**config.mk**
```make
export PLATFORM = sky130hd
export DESIGN_NAME = pd_port_identity_csr
export DESIGN_NICKNAME = d
export VERILOG_FILES = /design/src/csr_pkg.sv /design/src/pin_sync.sv /design/src/csr_bit.sv /design/src/pd_port_identity_csr.sv
export SDC_FILE = /design/constraint.sdc
export NUM_CORES = 1
export LEC_CHECK = 0
export ABC_AREA = 1
export BUFFER_PORTS_ARGS = -buffer_cell sky130_fd_sc_hd__buf_2
export CORE_MARGIN = 3
export CORE_UTILIZATION = 25
export DETAILED_ROUTE_END_ITERATION = 12
export GPL_TIMING_DRIVEN = 0
export PLACE_DENSITY_LB_ADDON = 0.12
export SETUP_SLACK_MARGIN = 0.02
export SYNTH_ARGS = -nofsm -noshare
export SYNTH_HDL_FRONTEND = slang
export SYNTH_SLANG_ARGS = --single-unit
```
**constraint.sdc**
```tcl
create_clock -name clock -period 1.8 [get_ports clock]
set_input_delay 0.27 -clock clock [delete_from_list [all_inputs] [get_ports clock]]
set_output_delay 0.27 -clock clock [all_outputs]
set_load 0.1 [all_outputs]
```
**src/csr_pkg.sv**
```systemverilog
// Register map, field access codes and bus states of the identity bank
`default_nettype none
package csr_pkg;
  // Serial bus slave address of this device
  localparam logic [6:0] DEV_ADDR = 7'h20;

  // Identification and revision register offsets
  localparam logic [7:0] OFS_VENDOR_LOW   = 8'h00;
  localparam logic [7:0] OFS_VENDOR_HIGH  = 8'h01;
  localparam logic [7:0] OFS_PRODUCT_LOW  = 8'h02;
  localparam logic [7:0] OFS_PRODUCT_HIGH = 8'h03;
  localparam logic [7:0] OFS_PART_LOW     = 8'h04;
  localparam logic [7:0] OFS_PART_HIGH    = 8'h05;
  localparam logic [7:0] OFS_CONN_LOW     = 8'h06;
  localparam logic [7:0] OFS_CONN_HIGH    = 8'h07;
  localparam logic [7:0] OFS_PD_LOW       = 8'h08;
  localparam logic [7:0] OFS_PD_HIGH      = 8'h09;
  localparam logic [7:0] OFS_PIF_LOW      = 8'h0a;
  localparam logic [7:0] OFS_PIF_HIGH     = 8'h0b;
  // Command and event registers
  localparam logic [7:0] OFS_CMD_REQUEST  = 8'ha2;
  localparam logic [7:0] OFS_EVENT_STATUS = 8'ha3;

  // Fixed revision values
  localparam logic [7:0] CONN_LOW_VAL  = 8'h11;
  localparam logic [7:0] CONN_HIGH_VAL = 8'h00;
  localparam logic [7:0] PD_LOW_VAL    = 8'h11;
  localparam logic [7:0] PD_HIGH_VAL   = 8'h20;
  localparam logic [7:0] PIF_LOW_VAL   = 8'h10;
  localparam logic [7:0] PIF_HIGH_VAL  = 8'h10;
  // Value returned by reserved locations
  localparam logic [7:0] RSVD_VAL      = 8'h00;

  // Values after reset
  localparam logic [7:0] PTR_RESET    = 8'h00;
  localparam logic [3:0] BITCNT_RESET = 4'h0;
  localparam logic       LINE_IDLE    = 1'b1;
  localparam logic       FIELD_RESET  = 1'b0;
  // Bits in one serial byte
  localparam logic [3:0] BYTE_BITS    = 4'h8;

  // Field access behaviours, one flag each
  localparam logic [3:0] ACC_SET        = 4'h1;
  localparam logic [3:0] ACC_CLEAR      = 4'h2;
  localparam logic [3:0] ACC_AFTER_READ = 4'h4;
  localparam logic [3:0] ACC_UPDATE     = 4'h8;
  localparam logic [3:0] CMD_ACCESS = ACC_SET | ACC_UPDATE;
  localparam logic [3:0] EVT_ACCESS = ACC_CLEAR | ACC_AFTER_READ | ACC_UPDATE;

  // Serial slave states, Gray coded along the usual path
  typedef enum logic [2:0] {
    ST_IDLE     = 3'b000,
    ST_ADDR     = 3'b001,
    ST_ADDR_ACK = 3'b011,
    ST_WDATA    = 3'b010,
    ST_WR_ACK   = 3'b110,
    ST_RDATA    = 3'b111,
    ST_RD_ACK   = 3'b101
  } bus_state_t;
endpackage
`default_nettype wire

```
**src/pin_sync.sv**
```systemverilog
// Two-stage synchroniser for pins from outside the clock domain
`default_nettype none
module pin_sync #(
  parameter int WIDTH = 2
) (
  // Clock and reset
  input  wire logic             clock,
  input  wire logic             rst_n,
  // Raw pins and their synchronised copy
  input  wire logic [WIDTH-1:0] pin,
  output logic      [WIDTH-1:0] pin_sync
);
  import csr_pkg::*;

  // First stage feeds only the second stage
  typedef struct packed {
    logic [WIDTH-1:0] s1;
    logic [WIDTH-1:0] s2;
  } sync_state_t;

  sync_state_t st;       // Registered state
  sync_state_t next_st;  // Next state

  // Shift pins through both stages
  always_comb begin
    next_st.s1 = pin;
    next_st.s2 = st.s1;
  end

  // Idle bus lines float high, so reset to high
  always_ff @(posedge clock or negedge rst_n) begin
    if (!rst_n) begin
      st <= '{s1: {WIDTH{LINE_IDLE}}, s2: {WIDTH{LINE_IDLE}}};
    end else begin
      st <= next_st;
    end
  end

  assign pin_sync = st.s2;
endmodule // pin_sync
`default_nettype wire

```
**src/csr_bit.sv**
```systemverilog
// One register field bit with selectable access behaviour
`default_nettype none
module csr_bit #(
  parameter logic [3:0] ACCESS = csr_pkg::ACC_SET
) (
  // Clock and reset
  input  wire logic clock,
  input  wire logic rst_n,
  // Software access strobes
  input  wire logic sw_write,
  input  wire logic sw_data,
  input  wire logic sw_read,
  // Hardware update strobes
  input  wire logic hw_set,
  input  wire logic hw_clear,
  // Field value
  output logic      value
);
  import csr_pkg::*;

  typedef struct packed {
    logic value;
  } bit_state_t;

  bit_state_t st;       // Registered field
  bit_state_t next_st;  // Next field value

  // Clears are applied first so a set in the same cycle wins
  always_comb begin
    next_st = st;
    if ((ACCESS & ACC_CLEAR) != 4'h0 && sw_write && sw_data) begin
      next_st.value = 1'b0;
    end
    if ((ACCESS & ACC_AFTER_READ) != 4'h0 && sw_read) begin
      next_st.value = 1'b0;
    end
    if ((ACCESS & ACC_UPDATE) != 4'h0 && hw_clear) begin
      next_st.value = 1'b0;
    end
    if ((ACCESS & ACC_SET) != 4'h0 && sw_write && sw_data) begin
      next_st.value = 1'b1;
    end
    if ((ACCESS & ACC_UPDATE) != 4'h0 && hw_set) begin
      next_st.value = 1'b1;
    end
  end

  // Field register
  always_ff @(posedge clock or negedge rst_n) begin
    if (!rst_n) begin
      st <= '{value: FIELD_RESET};
    end else begin
      st <= next_st;
    end
  end

  assign value = st.value;
endmodule // csr_bit
`default_nettype wire

```
**src/pd_port_identity_csr.sv**
```systemverilog
// Serial slave with identification, revision and event registers
//
// Summary of operation
// - Writing one sets a set-type field
// - Writing one clears a clear-type field
// - Reading clears a clear-after-read field
// - Hardware may update update-type fields anytime
// - Reserved locations read as zero
// - Reserved writes acknowledged, data dropped
// - Vendor code low then high byte
// - Product code at third and fourth
// - Part code at fifth and sixth
// - Connector revision low byte reads 0x11
// - Power delivery revision reads 0x11, 0x20
// - Port interface revision bytes read 0x10
`default_nettype none
module pd_port_identity_csr #(
  parameter logic [15:0] VENDOR_CODE  = 16'h5a3c, // Arbitrary value
  parameter logic [15:0] PRODUCT_CODE = 16'h6b2d, // Arbitrary value
  parameter logic [15:0] PART_CODE    = 16'h7e19  // Arbitrary value
) (
  // Clock and reset
  input  wire logic       clock,
  input  wire logic       rst_n,
  // Serial host bus pins
  input  wire logic       scl_in,
  input  wire logic       sda_in,
  output logic            sda_out,
  output logic            sda_oe,
  // Hardware side of the command register
  input  wire logic [7:0] cmd_done,
  output logic      [7:0] cmd_request,
  // Hardware side of the event register
  input  wire logic [7:0] event_in,
  output logic      [7:0] event_status
);
  import csr_pkg::*;

  // Whole slave state in one record
  typedef struct packed {
    bus_state_t  st;      // Protocol state
    logic        scl_q;   // Previous synchronised clock
    logic        sda_q;   // Previous synchronised data
    logic [7:0]  shreg;   // Shift register, in or out
    logic [3:0]  bitcnt;  // Bits seen in this byte
    logic [7:0]  ptr;     // Register pointer
    logic        first;   // Next written byte is the pointer
    logic        rw;      // Transfer direction, high reads
    logic        sda_oe;  // Pull data line low
    logic        sda_out; // Level driven when enabled
  } slave_state_t;

  slave_state_t st;       // Registered state
  slave_state_t next_st;  // Next state

  logic       scl_s;      // Synchronised clock line
  logic       sda_s;      // Synchronised data line
  logic       rise;       // Clock rising edge
  logic       fall;       // Clock falling edge
  logic       start_cond; // Start or repeated start
  logic       stop_cond;  // Stop
  logic       wr_en;      // Data byte written at ptr
  logic       load;       // Byte fetched at ptr for reading
  logic [7:0] rd_data;    // Read multiplexer output

  // Both bus lines come from another party, so synchronise them
  pin_sync #(
    .WIDTH (2)
  ) u_pin_sync (
    .clock    (clock),
    .rst_n    (rst_n),
    .pin      ({scl_in, sda_in}),
    .pin_sync ({scl_s, sda_s})
  );

  // Line events, seen on synchronised copies only
  assign rise       = scl_s && !st.scl_q;
  assign fall       = !scl_s && st.scl_q;
  assign start_cond = scl_s && st.scl_q && st.sda_q && !sda_s;
  assign stop_cond  = scl_s && st.scl_q && !st.sda_q && sda_s;

  // Write strobe: any data byte after the pointer byte is acked
  assign wr_en = fall && st.st == ST_WDATA && st.bitcnt == BYTE_BITS
                 && !st.first;

  // Fetch at the end of the address ack or of a master ack
  assign load = fall && ((st.st == ST_ADDR_ACK && st.rw)
                         || st.st == ST_RD_ACK);

  // Read multiplexer; identity bytes are constants, not flops
  always_comb begin
    case (st.ptr)
      OFS_VENDOR_LOW:   rd_data = VENDOR_CODE[7:0];
      OFS_VENDOR_HIGH:  rd_data = VENDOR_CODE[15:8];
      OFS_PRODUCT_LOW:  rd_data = PRODUCT_CODE[7:0];
      OFS_PRODUCT_HIGH: rd_data = PRODUCT_CODE[15:8];
      OFS_PART_LOW:     rd_data = PART_CODE[7:0];
      OFS_PART_HIGH:    rd_data = PART_CODE[15:8];
      OFS_CONN_LOW:     rd_data = CONN_LOW_VAL;
      OFS_CONN_HIGH:    rd_data = CONN_HIGH_VAL;
      OFS_PD_LOW:       rd_data = PD_LOW_VAL;
      OFS_PD_HIGH:      rd_data = PD_HIGH_VAL;
      OFS_PIF_LOW:      rd_data = PIF_LOW_VAL;
      OFS_PIF_HIGH:     rd_data = PIF_HIGH_VAL;
      OFS_CMD_REQUEST:  rd_data = cmd_request;
      OFS_EVENT_STATUS: rd_data = event_status;
      default:          rd_data = RSVD_VAL;
    endcase
  end

  // Field bits: command is set-type, event is clear and read-clear
  for (genvar i = 0; i < 8; i++) begin : g_field
    // Software sets, hardware clears when the command is taken
    csr_bit #(
      .ACCESS (CMD_ACCESS)
    ) u_cmd (
      .clock    (clock),
      .rst_n    (rst_n),
      .sw_write (wr_en && st.ptr == OFS_CMD_REQUEST),
      .sw_data  (st.shreg[i]),
      .sw_read  (1'b0),
      .hw_set   (1'b0),
      .hw_clear (cmd_done[i]),
      .value    (cmd_request[i])
    );
    // Hardware sets; write of one or a read clears
    csr_bit #(
      .ACCESS (EVT_ACCESS)
    ) u_evt (
      .clock    (clock),
      .rst_n    (rst_n),
      .sw_write (wr_en && st.ptr == OFS_EVENT_STATUS),
      .sw_data  (st.shreg[i]),
      .sw_read  (load && st.ptr == OFS_EVENT_STATUS),
      .hw_set   (event_in[i]),
      .hw_clear (1'b0),
      .value    (event_status[i])
    );
  end

  // Slave protocol; data changes only while the clock is low
  always_comb begin
    next_st         = st;
    next_st.scl_q   = scl_s;
    next_st.sda_q   = sda_s;
    next_st.sda_out = 1'b0;
    if (start_cond) begin
      // Start wins in any state, repeated start keeps the pointer
      next_st.st     = ST_ADDR;
      next_st.bitcnt = BITCNT_RESET;
      next_st.first  = 1'b1;
      next_st.sda_oe = 1'b0;
    end else if (stop_cond) begin
      // Stop releases the line
      next_st.st     = ST_IDLE;
      next_st.sda_oe = 1'b0;
    end else if (rise) begin
      case (st.st)
        // Sample incoming bits
        ST_ADDR, ST_WDATA: begin
          next_st.shreg  = {st.shreg[6:0], sda_s};
          next_st.bitcnt = st.bitcnt + 4'h1;
        end
        // Count outgoing bits
        ST_RDATA: begin
          next_st.bitcnt = st.bitcnt + 4'h1;
        end
        // A high level here is a master not-ack: read ends
        ST_RD_ACK: begin
          if (sda_s) begin
            next_st.st = ST_IDLE;
          end
        end
        default: begin
        end
      endcase
    end else if (fall) begin
      case (st.st)
        // Address byte complete: ack only our own address
        ST_ADDR: begin
          if (st.bitcnt == BYTE_BITS) begin
            if (st.shreg[7:1] == DEV_ADDR) begin
              next_st.sda_oe = 1'b1;
              next_st.rw     = st.shreg[0];
              next_st.st     = ST_ADDR_ACK;
            end else begin
              next_st.st = ST_IDLE;
            end
          end
        end
        // End of address ack
        ST_ADDR_ACK: begin
          next_st.bitcnt = BITCNT_RESET;
          if (st.rw) begin
            next_st.st = ST_RDATA;
          end else begin
            next_st.sda_oe = 1'b0;
            next_st.st     = ST_WDATA;
          end
        end
        // Every written byte is acked, wherever it lands
        ST_WDATA: begin
          if (st.bitcnt == BYTE_BITS) begin
            next_st.sda_oe = 1'b1;
            next_st.st     = ST_WR_ACK;
            if (st.first) begin
              next_st.ptr   = st.shreg;
              next_st.first = 1'b0;
            end else begin
              // Read-only and reserved targets just drop the data
              next_st.ptr = st.ptr + 8'h01;
            end
          end
        end
        // End of write ack
        ST_WR_ACK: begin
          next_st.sda_oe = 1'b0;
          next_st.bitcnt = BITCNT_RESET;
          next_st.st     = ST_WDATA;
        end
        // Shift out, release for the master ack after bit eight
        ST_RDATA: begin
          if (st.bitcnt == BYTE_BITS) begin
            next_st.sda_oe = 1'b0;
            next_st.st     = ST_RD_ACK;
          end else begin
            next_st.shreg  = {st.shreg[6:0], 1'b0};
            next_st.sda_oe = !st.shreg[6];
          end
        end
        // Master acked, send the next byte
        ST_RD_ACK: begin
          next_st.bitcnt = BITCNT_RESET;
          next_st.st     = ST_RDATA;
        end
        default: begin
        end
      endcase
      // Fetch overrides the shift register with the pointed byte
      if (load) begin
        next_st.shreg  = rd_data;
        next_st.sda_oe = !rd_data[7];
        next_st.ptr    = st.ptr + 8'h01;
      end
    end
  end

  // State register
  always_ff @(posedge clock or negedge rst_n) begin
    if (!rst_n) begin
      st <= '{st: ST_IDLE, scl_q: LINE_IDLE, sda_q: LINE_IDLE,
              shreg: PTR_RESET, bitcnt: BITCNT_RESET, ptr: PTR_RESET,
              first: 1'b1, rw: 1'b0, sda_oe: 1'b0, sda_out: 1'b0};
    end else begin
      st <= next_st;
    end
  end

  // Open-drain data pin, low whenever enabled
  assign sda_out = st.sda_out;
  assign sda_oe  = st.sda_oe;
endmodule // pd_port_identity_csr
`default_nettype wire

```
==> results.yml <==
power_and_ir_drop:
  intPower_mw: 2.47
  switching_share: 0.395
  p_clk_frac: 0.283
  max-vdd-ir-drop_mv: 0.282
  switching_power_mw: 1.61
  seq_power_share: 0.367
  total_power_mw: 4.09
  powerDensity_nw_per_um2: 956
  p_comb_frac: 0.350
  total_leakage_power_nw: 2.10
yosys:
  synth_edf_count: 0
  syn-cell-area_um2: 3200
  synth_top_family_by_area: "simple AND/OR/NAND/NOR gates"
  yosysUniqueCellTypes: 41
  dominantRegCellSynth: "dfrtp_1"
  synthMuxAreaShare: 0
  synth_fa_ha_area_frac: 0.0391
  syn_nets: 469
  async_flop_share: 1.00
  ys_seq_area_frac: 0.378
  synth_compound_area_frac: 0.149
  yosysWarnings: 0
  post_synth_xor_area_fraction: 0.0164
  yosys.area_share.simple: 0.289
  synth-seq-cells: 48
  synth_top_area_cell: "dfrtp_1"
  synth_top_area_frac: 0.321
  synth_area_leaders: "dfrtp_1, nand2_1, o21ai_0, inv_1, dfstp_2"
  netlist_instances: 439
  avgSynthCellArea_um2: 7.28
cells_and_area:
  num-fill-cells: 1310
  final_common_cell: "nand2_1"
  drive_gt1_frac: 0.372
  fin_util: 0.349
  nets: 542
  layout_common_cells: "nand2_1, buf_4, inv_1, dfrtp_1, buf_2"
  antenna_cells: 0
  area_delta_synth_final_pct: 33.7
route:
  vias: 3010
  vias_per_cell: 4.42
  dr.pass1.iters: 4
  wirelength_um: 9750
  drtIter0Drc: 127
  drc_errors: 0
  wl_per_cell_um: 14.3
  ant_nets: 0
worst_setup_path:
  cp-start-kind: "flip-flop"
  arrival_ns: 1.93
  setup.worst_path.class: "flip-flop to flip-flop"
  cp-end-kind: "flip-flop"
  r2r_slack_ns: 0.05
  worst-path-max-fanout: 4
  reg2regPathDepth: 10
  cp.required_ns: 1.98
clock_tree:
  clkSinkCount: 48
  cts_hold_buf: 0
  clkTransAtPathRegs_ns: 0.06
  cts_buffer_depth: 2
  cts_tree: "built"
  cts.htree.levels: 2
  cts_made_buffers: 5
  cts_root_buf: "clkbuf_16"
  insertion_delay_ns: 0.31
global_route:
  grt_max_degree: 49
  grt_pass1_vias: 2966
  grt_pass1_wl_um: 15600
  grtUsageTotal: 0.140
  grt_antenna_before_repair: 0
  grt_remaining_overflow: 0
timing:
  rsz0062_at_grt: "true"
  period_minus_slack_ns: 1.75
  relSlewSlack: 0.246
  clock.fmax_mhz: 571
  worst_slew_pin_slew_ns: 1.13
  hold_violations: 0
  tns_ns: 0
  setup_violations: 0
  skew_ns: 0.0111
  drv_slew: 0
  worst_hold_slack_ns: 0.0632
  post-route-period-util: 0.973
min_path:
  hold_path.class: "input pin to flip-flop"
  holdPathStages: 1
floorplan:
  die_area_um2: 14200
  die_w_um: 119
  coreArea_um2: 12300
  num_io_pins: 38
  start_util: 0.261
  rows: 40
  die_y_um: 119
place:
  io_buffer_count: 36
  hpwl_um: 7020
  place_congestion: 0.841
run:
  max-cap-violations: 0
outcome:
  status: "finished, final reports clean"
## metal layers
metal  global-route usage  share of wire
met5                    0              0
met4               0.0500          0.017
met3               0.0247          0.031
met2                0.237           0.50
met1                0.179           0.46
## path summary, 6_finish.rpt
| path | start | end |
|---|---|---|
| setup / recovery | st[25] | st[9] |
| max in group asynchronous | rst_n | st[12] |
| min in group asynchronous | rst_n | g_field[5].u_evt.value |
| hold reg to reg | u_pin_sync.next_st[1] | u_pin_sync.pin_sync[1] |
| hold / removal | sda_in | u_pin_sync.next_st[0] |
| setup reg to reg | st[25] | st[9] |
## critical path, stage by stage, from the launching register on
cell	delay (ns)
dfstp_2	0.58
ha_4	0.14
nand3b_1	0.17
nand2_2	0.15
buf_6	0.10
nor2_2	0.03
nand3_2	0.07
nand2_4	0.07
buf_4	0.16
a21oi_2	0.12
a21oi_2	0.04
## per-stage QoR
stage	worst slack, ns	cell area (um^2)	instances
2_1_floorplan	0.0997	3200	439
3_3_place_gp	-0.302	3590	643
3_5_place_dp	-0.303	3590	643
4_1_cts	-0.00517	4020	673
5_1_grt	-0.0681	4280	681
6_report	0.0492	4280	681
## state kept, by name, indices dropped and copies added, names as in the netlist
signal and cells:
sda_oe 1, g_field.u_cmd.value 8, u_pin_sync.pin_sync 2, st 27
u_pin_sync.next_st 2, g_field.u_evt.value 8
## cell families after synthesis
logic type	Yosys count
simple gates	205
compound gates	85
buf+inv	84
flops	48
fa+ha+maj	10
xor+xnor	6
other cells	1
## cell type report
| cell class | instances | area (um^2) | area share |
|---|---|---|---|
| Clock buffer | 6 | 139 | 0.0325 |
| Buffer | 22 | 174 | 0.0407 |
| Sequential cell | 48 | 1210 | 0.283 |
| Inverter | 62 | 260 | 0.0609 |
| Multi-Input combinational cell | 308 | 1830 | 0.429 |
| Tap cell | 168 | 210 | 0.0492 |
| Clock inverter | 2 | 38.8 | 0.00907 |
| Timing Repair Buffer | 65 | 409 | 0.0957 |
## power by group through the flow
stage	Clock, mW	Sequential, mW	Combinational (mW)
finish	1.16	1.50	1.43
global route	1.23	1.53	1.60
CTS	1.20	1.48	1.24
detailed placement	0	1.51	1.14
global placement	0	1.51	1.15
floorplan	0	1.48	0.819
## synthesized netlist by cell type (all sizes together), types with 2 or more instances
master and instances:
nor2 50, o21bai 8, buf 21, nand3 31
dfstp 7, inv 60, nor4 3, ha 10
a21oi 27, o31ai 2, nand2 111, o211ai 3
nor3 7, clkinv 2, o21ai 41, nand4 2
dfrtp 41, xor2 5
## timing repair
action	in CTS	in global routing
pin swaps	10	18
buffers inserted	22	8
setup endpoints to repair	41	41
resized for setup	34	67
gates cloned	1	1
No activity file was read; power rests on OpenSTA's default activity.
